==> src/shared/vmsp_pkg.sv <==
// vmsp_pkg: constants shared by both ends of the mixer stream ports
// assumes one core clock, synchronous active-low reset
package vmsp_pkg;
  // ----------------------------------------
  // build-time stream shape
  // ----------------------------------------
  localparam int PPC = 2;
  localparam int BPC = 10;
  localparam int NCOMP = 4;
  localparam int NLAYERS = 2;
  localparam int DATA_W = ((NCOMP * BPC * PPC + 7) / 8) * 8;
  localparam int PIX_W = NCOMP * BPC;
  // ----------------------------------------
  // internal buffering and flush
  // ----------------------------------------
  localparam int BUF_DEPTH = 4;
  localparam int PTR_W = 2;
  localparam logic [3:0] FLUSH_CYCLES = 4'h6;
  // ----------------------------------------
  // colour formats
  // ----------------------------------------
  typedef enum logic [2:0] {
    VMSP_RGB = 3'h0,
    VMSP_YUV444 = 3'h1,
    VMSP_YUV422 = 3'h2,
    VMSP_RGBA = 3'h3,
    VMSP_YUVA = 3'h4
  } vmsp_fmt_t;
  // component slot positions inside a pixel, and where pixel 1 starts in the word (3- and 4-component)
  localparam int SLOT0 = 0;
  localparam int SLOT1 = 10;
  localparam int SLOT2 = 20;
  localparam int SLOT3 = 30;
  localparam int PIX1_BASE3 = 30;
  localparam int PIX1_BASE4 = 40;
endpackage

==> src/shared/vmsp_stream_if.sv <==
// vmsp_stream_if: video streams between source, mixer end and sink
// assumes the bench drives CLOCK and RST_B
`timescale 1ns/1ps
interface vmsp_stream_if (
  input wire logic CLOCK,
  input wire logic RST_B
);
  logic [vmsp_pkg::NLAYERS-1:0] in_valid;
  logic [vmsp_pkg::NLAYERS-1:0] in_ready;
  logic [vmsp_pkg::NLAYERS*vmsp_pkg::DATA_W-1:0] in_data;
  logic [vmsp_pkg::NLAYERS-1:0] in_user;
  logic [vmsp_pkg::NLAYERS-1:0] in_last;
  logic out_valid;
  logic out_ready;
  logic [vmsp_pkg::DATA_W-1:0] out_data;
  logic out_user;
  logic out_last;
  logic irq;
  modport device (
    input CLOCK, RST_B, in_valid, in_data, in_user, in_last, out_ready,
    output in_ready, out_valid, out_data, out_user, out_last, irq
  );
  modport partner (
    input CLOCK, RST_B, in_ready, out_valid, out_data, out_user, out_last, irq,
    output in_valid, in_data, in_user, in_last, out_ready
  );
endinterface

==> src/logic/vmsp_device.sv <==
// vmsp_device: stream end of the mixer with throttling and line flush
// assumes partner obeys valid/ready hold and tuser/tlast framing
`timescale 1ns/1ps
module vmsp_device (
  // stream ports
  vmsp_stream_if.device vs
);
  // ----------------------------------------
  // state
  // ----------------------------------------
  typedef enum logic [1:0] {
    VMSP_RUN = 2'h1,
    VMSP_FLUSH = 2'h2
  } vmsp_state_t;
  localparam int W = vmsp_pkg::DATA_W;
  vmsp_state_t state_r;
  vmsp_state_t state_nxt;
  logic [3:0] flush_cnt_r;
  logic [W-1:0] buf_data_r [vmsp_pkg::BUF_DEPTH];
  logic buf_user_r [vmsp_pkg::BUF_DEPTH];
  logic buf_last_r [vmsp_pkg::BUF_DEPTH];
  logic [vmsp_pkg::PTR_W-1:0] wr_ptr_r;
  logic [vmsp_pkg::PTR_W-1:0] rd_ptr_r;
  logic [vmsp_pkg::PTR_W:0] count_r;
  logic in_ready_r;
  logic out_valid_r;
  logic out_user_r;
  logic out_last_r;
  logic irq_r;
  logic frame_done_r;
  logic [W-1:0] out_data_r;
  // ----------------------------------------
  // decode
  // ----------------------------------------
  // only the primary input (index 0) feeds the output path; extra layers are held off
  wire in_fire = vs.in_valid[0] && in_ready_r;
  wire out_fire = out_valid_r && vs.out_ready;
  wire out_slot_free = !out_valid_r || vs.out_ready;
  wire buf_has = count_r != '0;
  wire pop = out_slot_free && buf_has;
  wire push = in_fire;
  wire [vmsp_pkg::PTR_W:0] count_nxt = count_r + {{vmsp_pkg::PTR_W{1'b0}}, push}
    - {{vmsp_pkg::PTR_W{1'b0}}, pop};
  wire line_end = in_fire && vs.in_last[0];
  wire buf_room = count_nxt < (vmsp_pkg::PTR_W+1)'(vmsp_pkg::BUF_DEPTH - 1);
  wire flush_done = flush_cnt_r == 4'h1;
  // ----------------------------------------
  // flush state machine
  // ----------------------------------------
  always_comb
  begin
    state_nxt = state_r;
    case (state_r)
      VMSP_RUN: if (line_end) state_nxt = VMSP_FLUSH;
      VMSP_FLUSH: if (flush_done) state_nxt = VMSP_RUN;
      default: state_nxt = VMSP_RUN;
    endcase
  end
  wire ready_nxt = (state_nxt == VMSP_RUN) && buf_room;
  // ----------------------------------------
  // next register values
  // ----------------------------------------
  wire [3:0] flush_cnt_nxt = line_end ? vmsp_pkg::FLUSH_CYCLES :
    (flush_cnt_r != 4'h0 ? flush_cnt_r - 4'h1 : 4'h0);
  wire [vmsp_pkg::PTR_W-1:0] wr_ptr_nxt = push ? wr_ptr_r + 1'b1 : wr_ptr_r;
  wire [vmsp_pkg::PTR_W-1:0] rd_ptr_nxt = pop ? rd_ptr_r + 1'b1 : rd_ptr_r;
  wire frame_done_nxt = (out_fire && out_user_r) ? 1'b0 :
    frame_done_r | (out_fire && out_last_r);
  wire irq_nxt = out_fire && out_last_r && !frame_done_r && out_user_r;
  // ----------------------------------------
  // output stage next values
  // ----------------------------------------
  wire out_valid_nxt = out_slot_free ? buf_has : out_valid_r;
  wire [W-1:0] out_data_nxt = out_slot_free ? buf_data_r[rd_ptr_r] : out_data_r;
  wire out_user_nxt = out_slot_free ? buf_user_r[rd_ptr_r] : out_user_r;
  wire out_last_nxt = out_slot_free ? buf_last_r[rd_ptr_r] : out_last_r;
  // ----------------------------------------
  // flush control registers
  // ----------------------------------------
  always_ff @(posedge vs.CLOCK)
  begin
    if (!vs.RST_B)
    begin
      state_r <= VMSP_RUN;
      flush_cnt_r <= 4'h0;
    end
    else
    begin
      state_r <= state_nxt;
      flush_cnt_r <= flush_cnt_nxt;
    end
  end
  // ----------------------------------------
  // buffer pointers and fill count
  // ----------------------------------------
  always_ff @(posedge vs.CLOCK)
  begin
    if (!vs.RST_B)
    begin
      wr_ptr_r <= '0;
      rd_ptr_r <= '0;
      count_r <= '0;
    end
    else
    begin
      wr_ptr_r <= wr_ptr_nxt;
      rd_ptr_r <= rd_ptr_nxt;
      count_r <= count_nxt;
    end
  end
  // ----------------------------------------
  // input ready
  // ----------------------------------------
  always_ff @(posedge vs.CLOCK)
  begin
    if (!vs.RST_B)
      in_ready_r <= 1'b0;
    else
      in_ready_r <= ready_nxt;
  end
  // ----------------------------------------
  // frame tracking and interrupt
  // ----------------------------------------
  always_ff @(posedge vs.CLOCK)
  begin
    if (!vs.RST_B)
    begin
      frame_done_r <= 1'b0;
      irq_r <= 1'b0;
    end
    else
    begin
      frame_done_r <= frame_done_nxt;
      irq_r <= irq_nxt;
    end
  end
  // ----------------------------------------
  // buffer storage
  // ----------------------------------------
  always_ff @(posedge vs.CLOCK)
  begin
    if (push)
    begin
      buf_data_r[wr_ptr_r] <= vs.in_data[W-1:0];
      buf_user_r[wr_ptr_r] <= vs.in_user[0];
      buf_last_r[wr_ptr_r] <= vs.in_last[0];
    end
  end
  // ----------------------------------------
  // output stage registers
  // ----------------------------------------
  always_ff @(posedge vs.CLOCK)
  begin
    if (!vs.RST_B)
    begin
      out_valid_r <= 1'b0;
      out_data_r <= '0;
      out_user_r <= 1'b0;
      out_last_r <= 1'b0;
    end
    else
    begin
      out_valid_r <= out_valid_nxt;
      out_data_r <= out_data_nxt;
      out_user_r <= out_user_nxt;
      out_last_r <= out_last_nxt;
    end
  end
  // ----------------------------------------
  // extra layers: never accepted
  // ----------------------------------------
  wire [vmsp_pkg::NLAYERS-1:0] layer_ready;
  assign layer_ready[0] = in_ready_r;
  for (genvar gi = 1; gi < vmsp_pkg::NLAYERS; gi++)
  begin : g_extra_layer
    assign layer_ready[gi] = 1'b0;
  end
  // ----------------------------------------
  // outputs
  // ----------------------------------------
  assign vs.in_ready = layer_ready;
  assign vs.out_valid = out_valid_r;
  assign vs.out_data = out_data_r;
  assign vs.out_user = out_user_r;
  assign vs.out_last = out_last_r;
  assign vs.irq = irq_r;
endmodule

==> src/flat_wrapper.sv <==
// flat-port wrapper written by rule: the top's interface ports become plain ports
module vmsp_device_flat 
  (CLOCK, RST_B, vs_in_valid, vs_in_data, vs_in_user, vs_in_last, vs_out_ready, vs_in_ready, vs_out_valid, vs_out_data, vs_out_user, vs_out_last, vs_irq);
  vmsp_stream_if vs_i (.CLOCK(CLOCK), .RST_B(RST_B));
  input wire logic CLOCK;
  input wire logic RST_B;
  input wire logic [$bits(vs_i.in_valid)-1:0] vs_in_valid;
  input wire logic [$bits(vs_i.in_data)-1:0] vs_in_data;
  input wire logic [$bits(vs_i.in_user)-1:0] vs_in_user;
  input wire logic [$bits(vs_i.in_last)-1:0] vs_in_last;
  input wire logic [$bits(vs_i.out_ready)-1:0] vs_out_ready;
  output wire logic [$bits(vs_i.in_ready)-1:0] vs_in_ready;
  output wire logic [$bits(vs_i.out_valid)-1:0] vs_out_valid;
  output wire logic [$bits(vs_i.out_data)-1:0] vs_out_data;
  output wire logic [$bits(vs_i.out_user)-1:0] vs_out_user;
  output wire logic [$bits(vs_i.out_last)-1:0] vs_out_last;
  output wire logic [$bits(vs_i.irq)-1:0] vs_irq;
  assign vs_i.in_valid = vs_in_valid;
  assign vs_i.in_data = vs_in_data;
  assign vs_i.in_user = vs_in_user;
  assign vs_i.in_last = vs_in_last;
  assign vs_i.out_ready = vs_out_ready;
  assign vs_in_ready = vs_i.in_ready;
  assign vs_out_valid = vs_i.out_valid;
  assign vs_out_data = vs_i.out_data;
  assign vs_out_user = vs_i.out_user;
  assign vs_out_last = vs_i.out_last;
  assign vs_irq = vs_i.irq;
  vmsp_device u_core (.vs(vs_i));
endmodule
==> config.mk <==
export PLATFORM = sky130hd
export DESIGN_NAME = vmsp_device_flat
export DESIGN_NICKNAME = d
export VERILOG_FILES = /design/src/shared/vmsp_pkg.sv /design/src/shared/vmsp_stream_if.sv /design/src/logic/vmsp_device.sv /design/src/flat_wrapper.sv
export SDC_FILE = /design/constraint.sdc
export NUM_CORES = 1
export LEC_CHECK = 0
export ABC_AREA = 1
export BUFFER_PORTS_ARGS = -buffer_cell sky130_fd_sc_hd__buf_2
export CAP_MARGIN = 25
export CORE_MARGIN = 2
export CORE_UTILIZATION = 30
export CTS_CLUSTER_DIAMETER = 120
export DETAILED_ROUTE_END_ITERATION = 6
export SETUP_SLACK_MARGIN = 0.15
export SLEW_MARGIN = 5
export SYNTH_ARGS = -nofsm -noshare
export SYNTH_HDL_FRONTEND = slang
export SYNTH_SLANG_ARGS = --single-unit
==> constraint.sdc <==
create_clock -name CLOCK -period 12.6 [get_ports CLOCK]
set_input_delay 1.89 -clock CLOCK [delete_from_list [all_inputs] [get_ports CLOCK]]
set_output_delay 1.89 -clock CLOCK [all_outputs]
set_load 0.05 [all_outputs]
# Word-level counts from Yosys, hierarchy flattened
# Memories as Yosys holds them, arrays and structs flattened. A register that Yosys moved wholly into a read port is not among the register bits.
# Index checks and enable logic that the tools add are counted.
[op_classes]
n_bitwise = 3
n_addsub = 5
reduce_logical = 19
order_cmp = 1
mux = 7
eq_ne = 4
[op_table]
columns = ["operator", "n"]
rows = [
  ["1-bit logical AND", 9],
  ["3-bit 2-to-1 mux", 2],
  ["1-bit logical NOT", 5],
  ["2-bit by 1-bit adder with 2-bit output, second input constant", 2],
  ["2-bit by 1-bit equality test with 1-bit output, second input constant", 2],
  ["4-bit by 1-bit equality test with 1-bit output, second input constant", 1],
  ["2-bit 2-to-1 mux", 2],
  ["2-bit one-hot mux with 2 select lines", 1],
  ["4-bit nonzero test", 1],
  ["4-bit by 1-bit subtractor with 4-bit output, second input constant", 1],
  ["3-bit by 1-bit adder with 3-bit output", 1],
  ["3-bit by 2-bit less-than comparator with 1-bit output, second input constant", 1],
  ["3-bit nonzero test", 1],
  ["3-bit OR reduction", 1],
  ["3-bit by 1-bit subtractor with 3-bit output", 1],
  ["2-bit equality test, second input constant", 1],
  ["1-bit 2-to-1 mux", 2],
  ["1-bit NOT", 2],
  ["2-bit OR reduction", 1],
  ["1-bit logical OR", 1],
  ["1-bit OR", 1],
]
[word_totals]
ramBits = 328
mem_count = 3
reg_bits = 17
[mem_list]
columns = ["name", "depth", "width", "read_ports", "rd_ports_with_merged_regs", "write_ports", "line_no", "rtl"]
rows = [
  ["u_core.buf_data_r", 4, 80, 1, 1, 1, "vmsp_device.sv:19", "logic [W-1:0] buf_data_r [vmsp_pkg::BUF_DEPTH];"],
  ["u_core.buf_last_r", 4, 1, 1, 1, 1, "vmsp_device.sv:21", "logic buf_last_r [vmsp_pkg::BUF_DEPTH];"],
  ["u_core.buf_user_r", 4, 1, 1, 1, 1, "vmsp_device.sv:20", "logic buf_user_r [vmsp_pkg::BUF_DEPTH];"],
]

# Depth between registers and ports, before layout
# Gate-level depths: netlist of run 1.
[logic_depth]
depth_word = 6
depth_mapped = 13

# Worst setup path after synthesis of run 1
# OpenSTA, ideal clock, no wires.
[synth_timing]
path_kind = "input to register"
startpoint = "input port vs_in_valid[0]"
endpoint = "memory u_core.buf_data_r[0][0] in the netlist's numbering, enable pin"
required_time_ns = 12.077
setup_time_ns = 0.523
arrival_ns = 5.477
setup_slack_ns = 6.599
cell_stages = 2
path_buffers = 0
cell_sequence = "nand2_1 -> nor2_1"
[synth_between]
elab_chain_len = 3
[synth_lines]
columns = ["item", "line_no", "rtl"]
rows = [
  ["start: declaration", "flat_wrapper.sv:7", "input wire logic [$bits(vs_i.in_valid)-1:0] vs_in_valid;"],
  ["1-bit logical AND", "vmsp_device.sv:36", "wire in_fire = vs.in_valid[0] && in_ready_r;"],
  ["1-bit 2-to-1 mux", "vmsp_device.sv:142", "if (push)"],
  ["1-bit 2-to-1 mux (implied by the code)", "vmsp_device.sv:144", "buf_data_r[wr_ptr_r] <= vs.in_data[W-1:0];"],
  ["end: declaration", "vmsp_device.sv:19", ""],
]
# Every way passes these cells.

# Final worst setup path of run 1
[layout_timing]
startpoint = "input port vs_in_valid[0]"
endpoint = "memory u_core.buf_data_r[3][66] in the netlist's numbering, enable pin"
# The elaborated chain is that of the path after synthesis.

==> flow_metrics.env, run 1 <==
export IMPL_clk_latency_ns=0.57
export IMPL_dpl_instance_area_sq_um=18100
export IMPL_cts_sinks=427
export IMPL_crit_buf_inv=3
export IMPL_cpMaxStageDelayCell="nor2_4"
export IMPL_start_util_pct=30.4
export IMPL_setup_worst_path_start_class="primary input"
export IMPL_drt_initial_drc_count=515
export IMPL_nets=1854
export IMPL_leakagePower_uw=0.00826
export IMPL_cp_top_family="simple AND/OR/NAND/NOR gates"
export IMPL_cts_buffers=48
export IMPL_first_pass_iters=7
export IMPL_yosys_warnings=0
export IMPL_clockBufferDepth=3
export IMPL_place_hpwl_um=20300
export IMPL_num_vias=10790
export IMPL_crit_chain="buf_2, nand2_1, nor2_4, buf_4, buf_16"
export IMPL_drive_above_1_share_pct=16.1
export IMPL_grt_usage_pct=13.8
export IMPL_seq_area_frac_synth_pct=70.6
export IMPL_tns_ns=0
export IMPL_synth_area_leaders="edfxtp_1, dfxtp_1, nor2_1"
export IMPL_cp_end_kind="flip-flop"
export IMPL_crit_type="in -> reg"
export IMPL_slowest_delay_ns=0.87
export IMPL_tritoncts="yes"
export IMPL_synth_seq_cells=427
export IMPL_hold_buffers=0
export IMPL_clockRootBuffer="clkbuf_16"
export IMPL_gp_congestion=0.684
export IMPL_die_y_um=240
export IMPL_portBuffers=170
export IMPL_hold_viol_final=0
export IMPL_clock_fmax_mhz=262
export IMPL_worstPathRequired_ns=12.82
export IMPL_outcome="complete, no violations"
export IMPL_clkTransAtPathRegs_ns=0.06
export IMPL_netlist_area_leader_share_pct=58.8
export IMPL_yosys_area_top_type="edfxtp_1"
export IMPL_io_pins=255
export IMPL_fin_util_pct=36.1
export IMPL_tightest_slew_ns=0.997
export IMPL_setup_viol=0
export IMPL_die_w_um=240
export IMPL_drc=0
export IMPL_syn_area_sq_um=16800
export IMPL_cp_max_fo=42
export IMPL_antenna_found_initial=8
export IMPL_core_sq_um=55200
export IMPL_synth_nets=1702
export IMPL_drv_slew=0
export IMPL_wire_per_inst_um=16.1
export IMPL_dieArea_sq_um=57800
export IMPL_cts_setup_buffers=0
export IMPL_holdCritPathClass="reg -> reg"
export IMPL_ant_nets=0
export IMPL_max_cap_violations=0
export IMPL_synth_avg_cell_area_sq_um=11.0
export IMPL_post_drt_via_cell_ratio=4.38
export IMPL_overflow=0
export IMPL_fp_row_count=86
export IMPL_cts_resized=0
export IMPL_period_needed_ns=3.81
export IMPL_rsz0062_at_grt="no"
export IMPL_grt_pass1_wl_um=60700
export IMPL_ir_drop_mv=0.123
export IMPL_timing_slew_headroom_pct=33.5
export IMPL_finalClockSkew_ns=0.0238
export IMPL_syn_to_final_growth_pct=18.9
export IMPL_cp_arrival_ns=4.04
export IMPL_grt_pass1_vias=10594
export IMPL_grt_max_degree=122
export IMPL_htree_levels=2
export IMPL_synthCells=1524
export IMPL_timing_final_crit_share_pct=30.3
export IMPL_holdWs_ns=0.429
export IMPL_synth_cell_types=24
export IMPL_power_density_nw_per_um2=228
export IMPL_final_cell_area_sq_um=19900
export IMPL_drt_total_wl_um=39600
where the power goes:
group,leakage [uW],internal [uW],switching [uW],total [uW]
registers,0.00378,1670,98.7,1770
logic,0.00365,336,967,1300
clock network,0.000828,904,568,1470
total,0.00826,2910,1630,4540
stage by stage:
stage | cells | worst slack (ns) | power (uW)
2_1_floorplan | 1524 | 6.60 | 2830
3_3_place_gp | 2369 | 7.92 | 3090
3_5_place_dp | 2369 | 7.92 | 3110
4_1_cts | 2459 | 8.49 | 4610
5_1_grt | 2464 | 8.64 | 4820
6_report | 2465 | 8.79 | 4540
final cells by class:
class / instances / area, sq um
fillers: 5397 / 35300
flip-flops and latches: 427 / 11800
multi-input cells: 817 / 3640
clock buffers: 60 / 1350
repair buffers: 187 / 1070
well taps: 748 / 936
inverters: 195 / 741
clock inverters: 30 / 349
diodes: 1 / 2.50
layout by cell type (no fill, tap or decap), types with 2 or more instances in the layout:
cell type / n
a21oi_1: 6
a31oi_1: 2
buf_16: 4
buf_2: 169
buf_4: 13
bufinv_16: 7
clkbuf_1: 4
clkbuf_16: 50
clkbuf_8: 6
clkinv_1: 8
clkinv_2: 8
clkinv_4: 2
clkinvlp_4: 3
dfxtp_1: 97
dfxtp_4: 2
edfxtp_1: 328
ha_1: 8
inv_1: 191
inv_6: 3
nand2_1: 110
nand3_1: 89
nor2_1: 338
nor2_4: 5
o21ai_0: 54
o21ai_1: 200
final timing paths:
kind | slack, ns | startpoint | to | cells past startpoint
hold / removal | 0.43 | u_core.frame_done_r$_SDFF_PP0_ | u_core.vs.irq$_SDFF_PN0_ | 1
setup / recovery | 8.79 | vs_in_valid[0] | u_core.buf_data_r[3][66]$_DFFE_PP_ | 5
setup reg to reg | 9.86 | u_core.in_ready_r$_SDFF_PN0_ | u_core.buf_data_r[3][66]$_DFFE_PP_ | 4
hold reg to reg | 0.43 | u_core.frame_done_r$_SDFF_PP0_ | u_core.vs.irq$_SDFF_PN0_ | 1
state kept, by name, indices dropped and copies added (netlist names):
name and flops:
u_core.buf_data_r 320, u_core.vs.out_data 80, u_core.buf_last_r 4, u_core.buf_user_r 4, u_core.flush_cnt_r 4, u_core.count_r 3
u_core.rd_ptr_r 2, u_core.state_r 2, u_core.wr_ptr_r 2, u_core.frame_done_r 1, u_core.in_ready_r 1, u_core.vs.irq 1
u_core.vs.out_last 1, u_core.vs.out_user 1, u_core.vs.out_valid 1
logic make-up after synthesis:
family,synth area share (%)
buffers and inverters,7.85
flip-flops,70.6
AO/OA/AOI/OAI,7.88
AND/OR/NAND/NOR,12.9
other,0.0224
adder cells (fa/ha/maj),0.717
cells in the mapped netlist, drive strengths merged:
cell and number:
o21ai 254, inv 195, buf 67, conb 1, nor3b 1, nand3 89, a211oi 1, edfxtp 328
clkbuf 18, ha 8, nor4 1, a21oi 6, a31oi 2, dfxtp 99, nand2 110, nor2 343
fa 1
metal layers:
layer	up-vias	wire length (um)	global-route usage [%]
met3	62	2340	3.73
met5	-	74	0
met2	218	18500	23.0
met4	14	723	3.56
met1	5130	17900	17.8
li1	5366	-	-
Power figures use the tool's default switching activity.
==> run 2, diff against run 1 <==
==> constraint.sdc (replaced) <==
create_clock -name CLOCK -period 3.3 [get_ports CLOCK]
set_input_delay 0.495 -clock CLOCK [delete_from_list [all_inputs] [get_ports CLOCK]]
set_output_delay 0.495 -clock CLOCK [all_outputs]
set_load 0.05 [all_outputs]
==> run 2 against run 1 <==
Net effect: sequential share of layout area increased by 0.26 points; routed wire length decreased by 1.1%; final area decreased by 0.43%; via count increased by 0.15%; largest cell class unchanged.
==> flow_metrics.env, run 2 (same netlist as run 1, synthesis figures left out) <==
export IMPL_holdCritPathClass="in -> reg"
export IMPL_rsz0062_at_grt="no"
export IMPL_post_drt_via_cell_ratio=4.39
export IMPL_dpl_instance_area_sq_um=18300
export IMPL_dieArea_sq_um=57800
export IMPL_seqPwrFrac_pct=39.4
export IMPL_crit_buf_inv=2
export IMPL_swShare_pct=36.2
export IMPL_multiInputGateArea_sq_um=3640
export IMPL_clk_latency_ns=0.57
export IMPL_finalClockSkew_ns=0.0177
export IMPL_grt_pass1_vias=10538
export IMPL_clock_fmax_mhz=466
export IMPL_antenna_found_initial=10
export IMPL_cts_setup_buffers=0
export IMPL_crit_type="reg -> reg"
export IMPL_final_cell_area_sq_um=19800
export IMPL_combPwrFrac_pct=29.9
export IMPL_clockBufferDepth=3
export IMPL_final_common_cell="nor2_1"
export IMPL_die_y_um=240
export IMPL_power_uw=17000
export IMPL_clockRootBuffer="clkbuf_16"
export IMPL_place_hpwl_um=20400
export IMPL_io_pins=255
export IMPL_fin_util_pct=36.0
export IMPL_cts_buffers=48
export IMPL_tns_ns=0
export IMPL_tightest_slew_ns=0.849
export IMPL_fp_row_count=86
export IMPL_drive_above_1_share_pct=16.0
export IMPL_die_w_um=240
export IMPL_hold_viol_final=0
export IMPL_drc=0
export IMPL_grt_max_degree=167
export IMPL_nets=1854
export IMPL_largest_reg_flops=320
export IMPL_final_fill_count=5402
export IMPL_cp_top_family="adder cells"
export IMPL_gp_congestion=0.722
export IMPL_syn_to_final_growth_pct=18.4
export IMPL_hold_buffers=0
export IMPL_placedCellCount=2374
export IMPL_ant_nets=0
export IMPL_drv_slew=0
export IMPL_setup_worst_path_start_class="flip-flop"
export IMPL_drt_total_wl_um=39200
export IMPL_wire_per_inst_um=15.9
export IMPL_drt_initial_drc_count=583
export IMPL_slowest_delay_ns=0.48
export IMPL_ir_drop_mv=0.569
export IMPL_crit_path_frequent_cell="nand2_1"
export IMPL_overflow=0
export IMPL_grt_usage_pct=13.5
export IMPL_clkTransAtPathRegs_ns=0.06
export IMPL_cts_resized=0
export IMPL_leakagePower_uw=0.00821
export IMPL_start_util_pct=30.4
export IMPL_cp_arrival_ns=2.64
export IMPL_cp_end_kind="flip-flop"
export IMPL_max_cap_violations=0
export IMPL_timing_slew_headroom_pct=43.4
export IMPL_num_vias=10806
export IMPL_core_sq_um=55200
export IMPL_cts_sinks=427
export IMPL_switchingPower_uw=6170
export IMPL_fin_cells=2464
export IMPL_clkPwrFrac_pct=30.7
export IMPL_cpMaxStageDelayCell="fa_1"
export IMPL_seq_area_sq_um=11800
export IMPL_cp_max_fo=4
export IMPL_tritoncts="yes"
export IMPL_first_pass_iters=5
export IMPL_period_needed_ns=2.15
export IMPL_crit_chain="inv_2, nor2_4, a31oi_1, ha_1, inv_1, ha_1, fa_1, nand2_1, nand2_1, nor2_1, nand2_1, nor2_1"
export IMPL_top_register="u_core.buf_data_r"
export IMPL_setup_viol=0
export IMPL_worstPathRequired_ns=3.80
export IMPL_outcome="complete, no violations"
export IMPL_htree_levels=2
export IMPL_grt_pass1_wl_um=59100
export IMPL_final_cell_mix="nor2_1, edfxtp_1, o21ai_1"
export IMPL_p_int_uw=10900
export IMPL_portBuffers=170
export IMPL_timing_final_crit_share_pct=65.0
export IMPL_power_density_nw_per_um2=858
-- run 2: cell types whose count changed in the layout (fill, tap and decap cells not counted), sizes merged --
cell / before / now
clkinvlp: 3 / 4
diode: 1 / 3
bufinv: 7 / 3
clkinv: 19 / 14
inv: 196 / 194
clkbuf: 60 / 67
-- run 2: worst paths after layout --
kind                                          from                                 end  slack (ns)  cells after the start
setup / recovery  u_core.vs.out_valid$_SDFFE_PN0P_        u_core.in_ready_r$_SDFF_PN0_        1.15                     12
hold / removal                      vs_in_data[73]  u_core.buf_data_r[0][73]$_DFFE_PP_        0.14                      1
setup reg to reg  u_core.vs.out_valid$_SDFFE_PN0P_        u_core.in_ready_r$_SDFF_PN0_        1.15                     12
hold reg to reg     u_core.frame_done_r$_SDFF_PP0_            u_core.vs.irq$_SDFF_PN0_        0.43                      1
-- run 2: metrics by stage --
step / hold WS (ns) / worst slack (ns)
floorplan: 0.399 / 0.0290
global placement: 0.409 / 0.899
detailed placement: 0.424 / 0.934
CTS: 0.0970 / 1.15
global route: 0.116 / 0.987
finish: 0.138 / 1.15
-- run 2: per-layer routing --
layer  part of all wire, %  track usage (%)
met1                    45             16.9
met3                   5.3             3.17
met5                  0.17                0
met2                    48             22.8
met4                   1.9             4.39
-- run 2: power groups by stage --
stage	registers [uW]	logic, uW	clock network [uW]
after floorplan	8020	2790	0
after global placement	6810	5070	0
after detailed placement	6830	5140	0
after CTS	6720	5160	5380
after global routing	6780	5640	5600
final	6710	5080	5230
-- run 2: final cells by class --
class,count,area share (%)
multi-input combinational,817,18.4
sequential,427,59.7
clock buffer,67,6.97
timing repair buffer,187,5.57
tap,748,4.72
inverter,195,3.73
antenna,3,0.0378
clock inverter,20,0.958
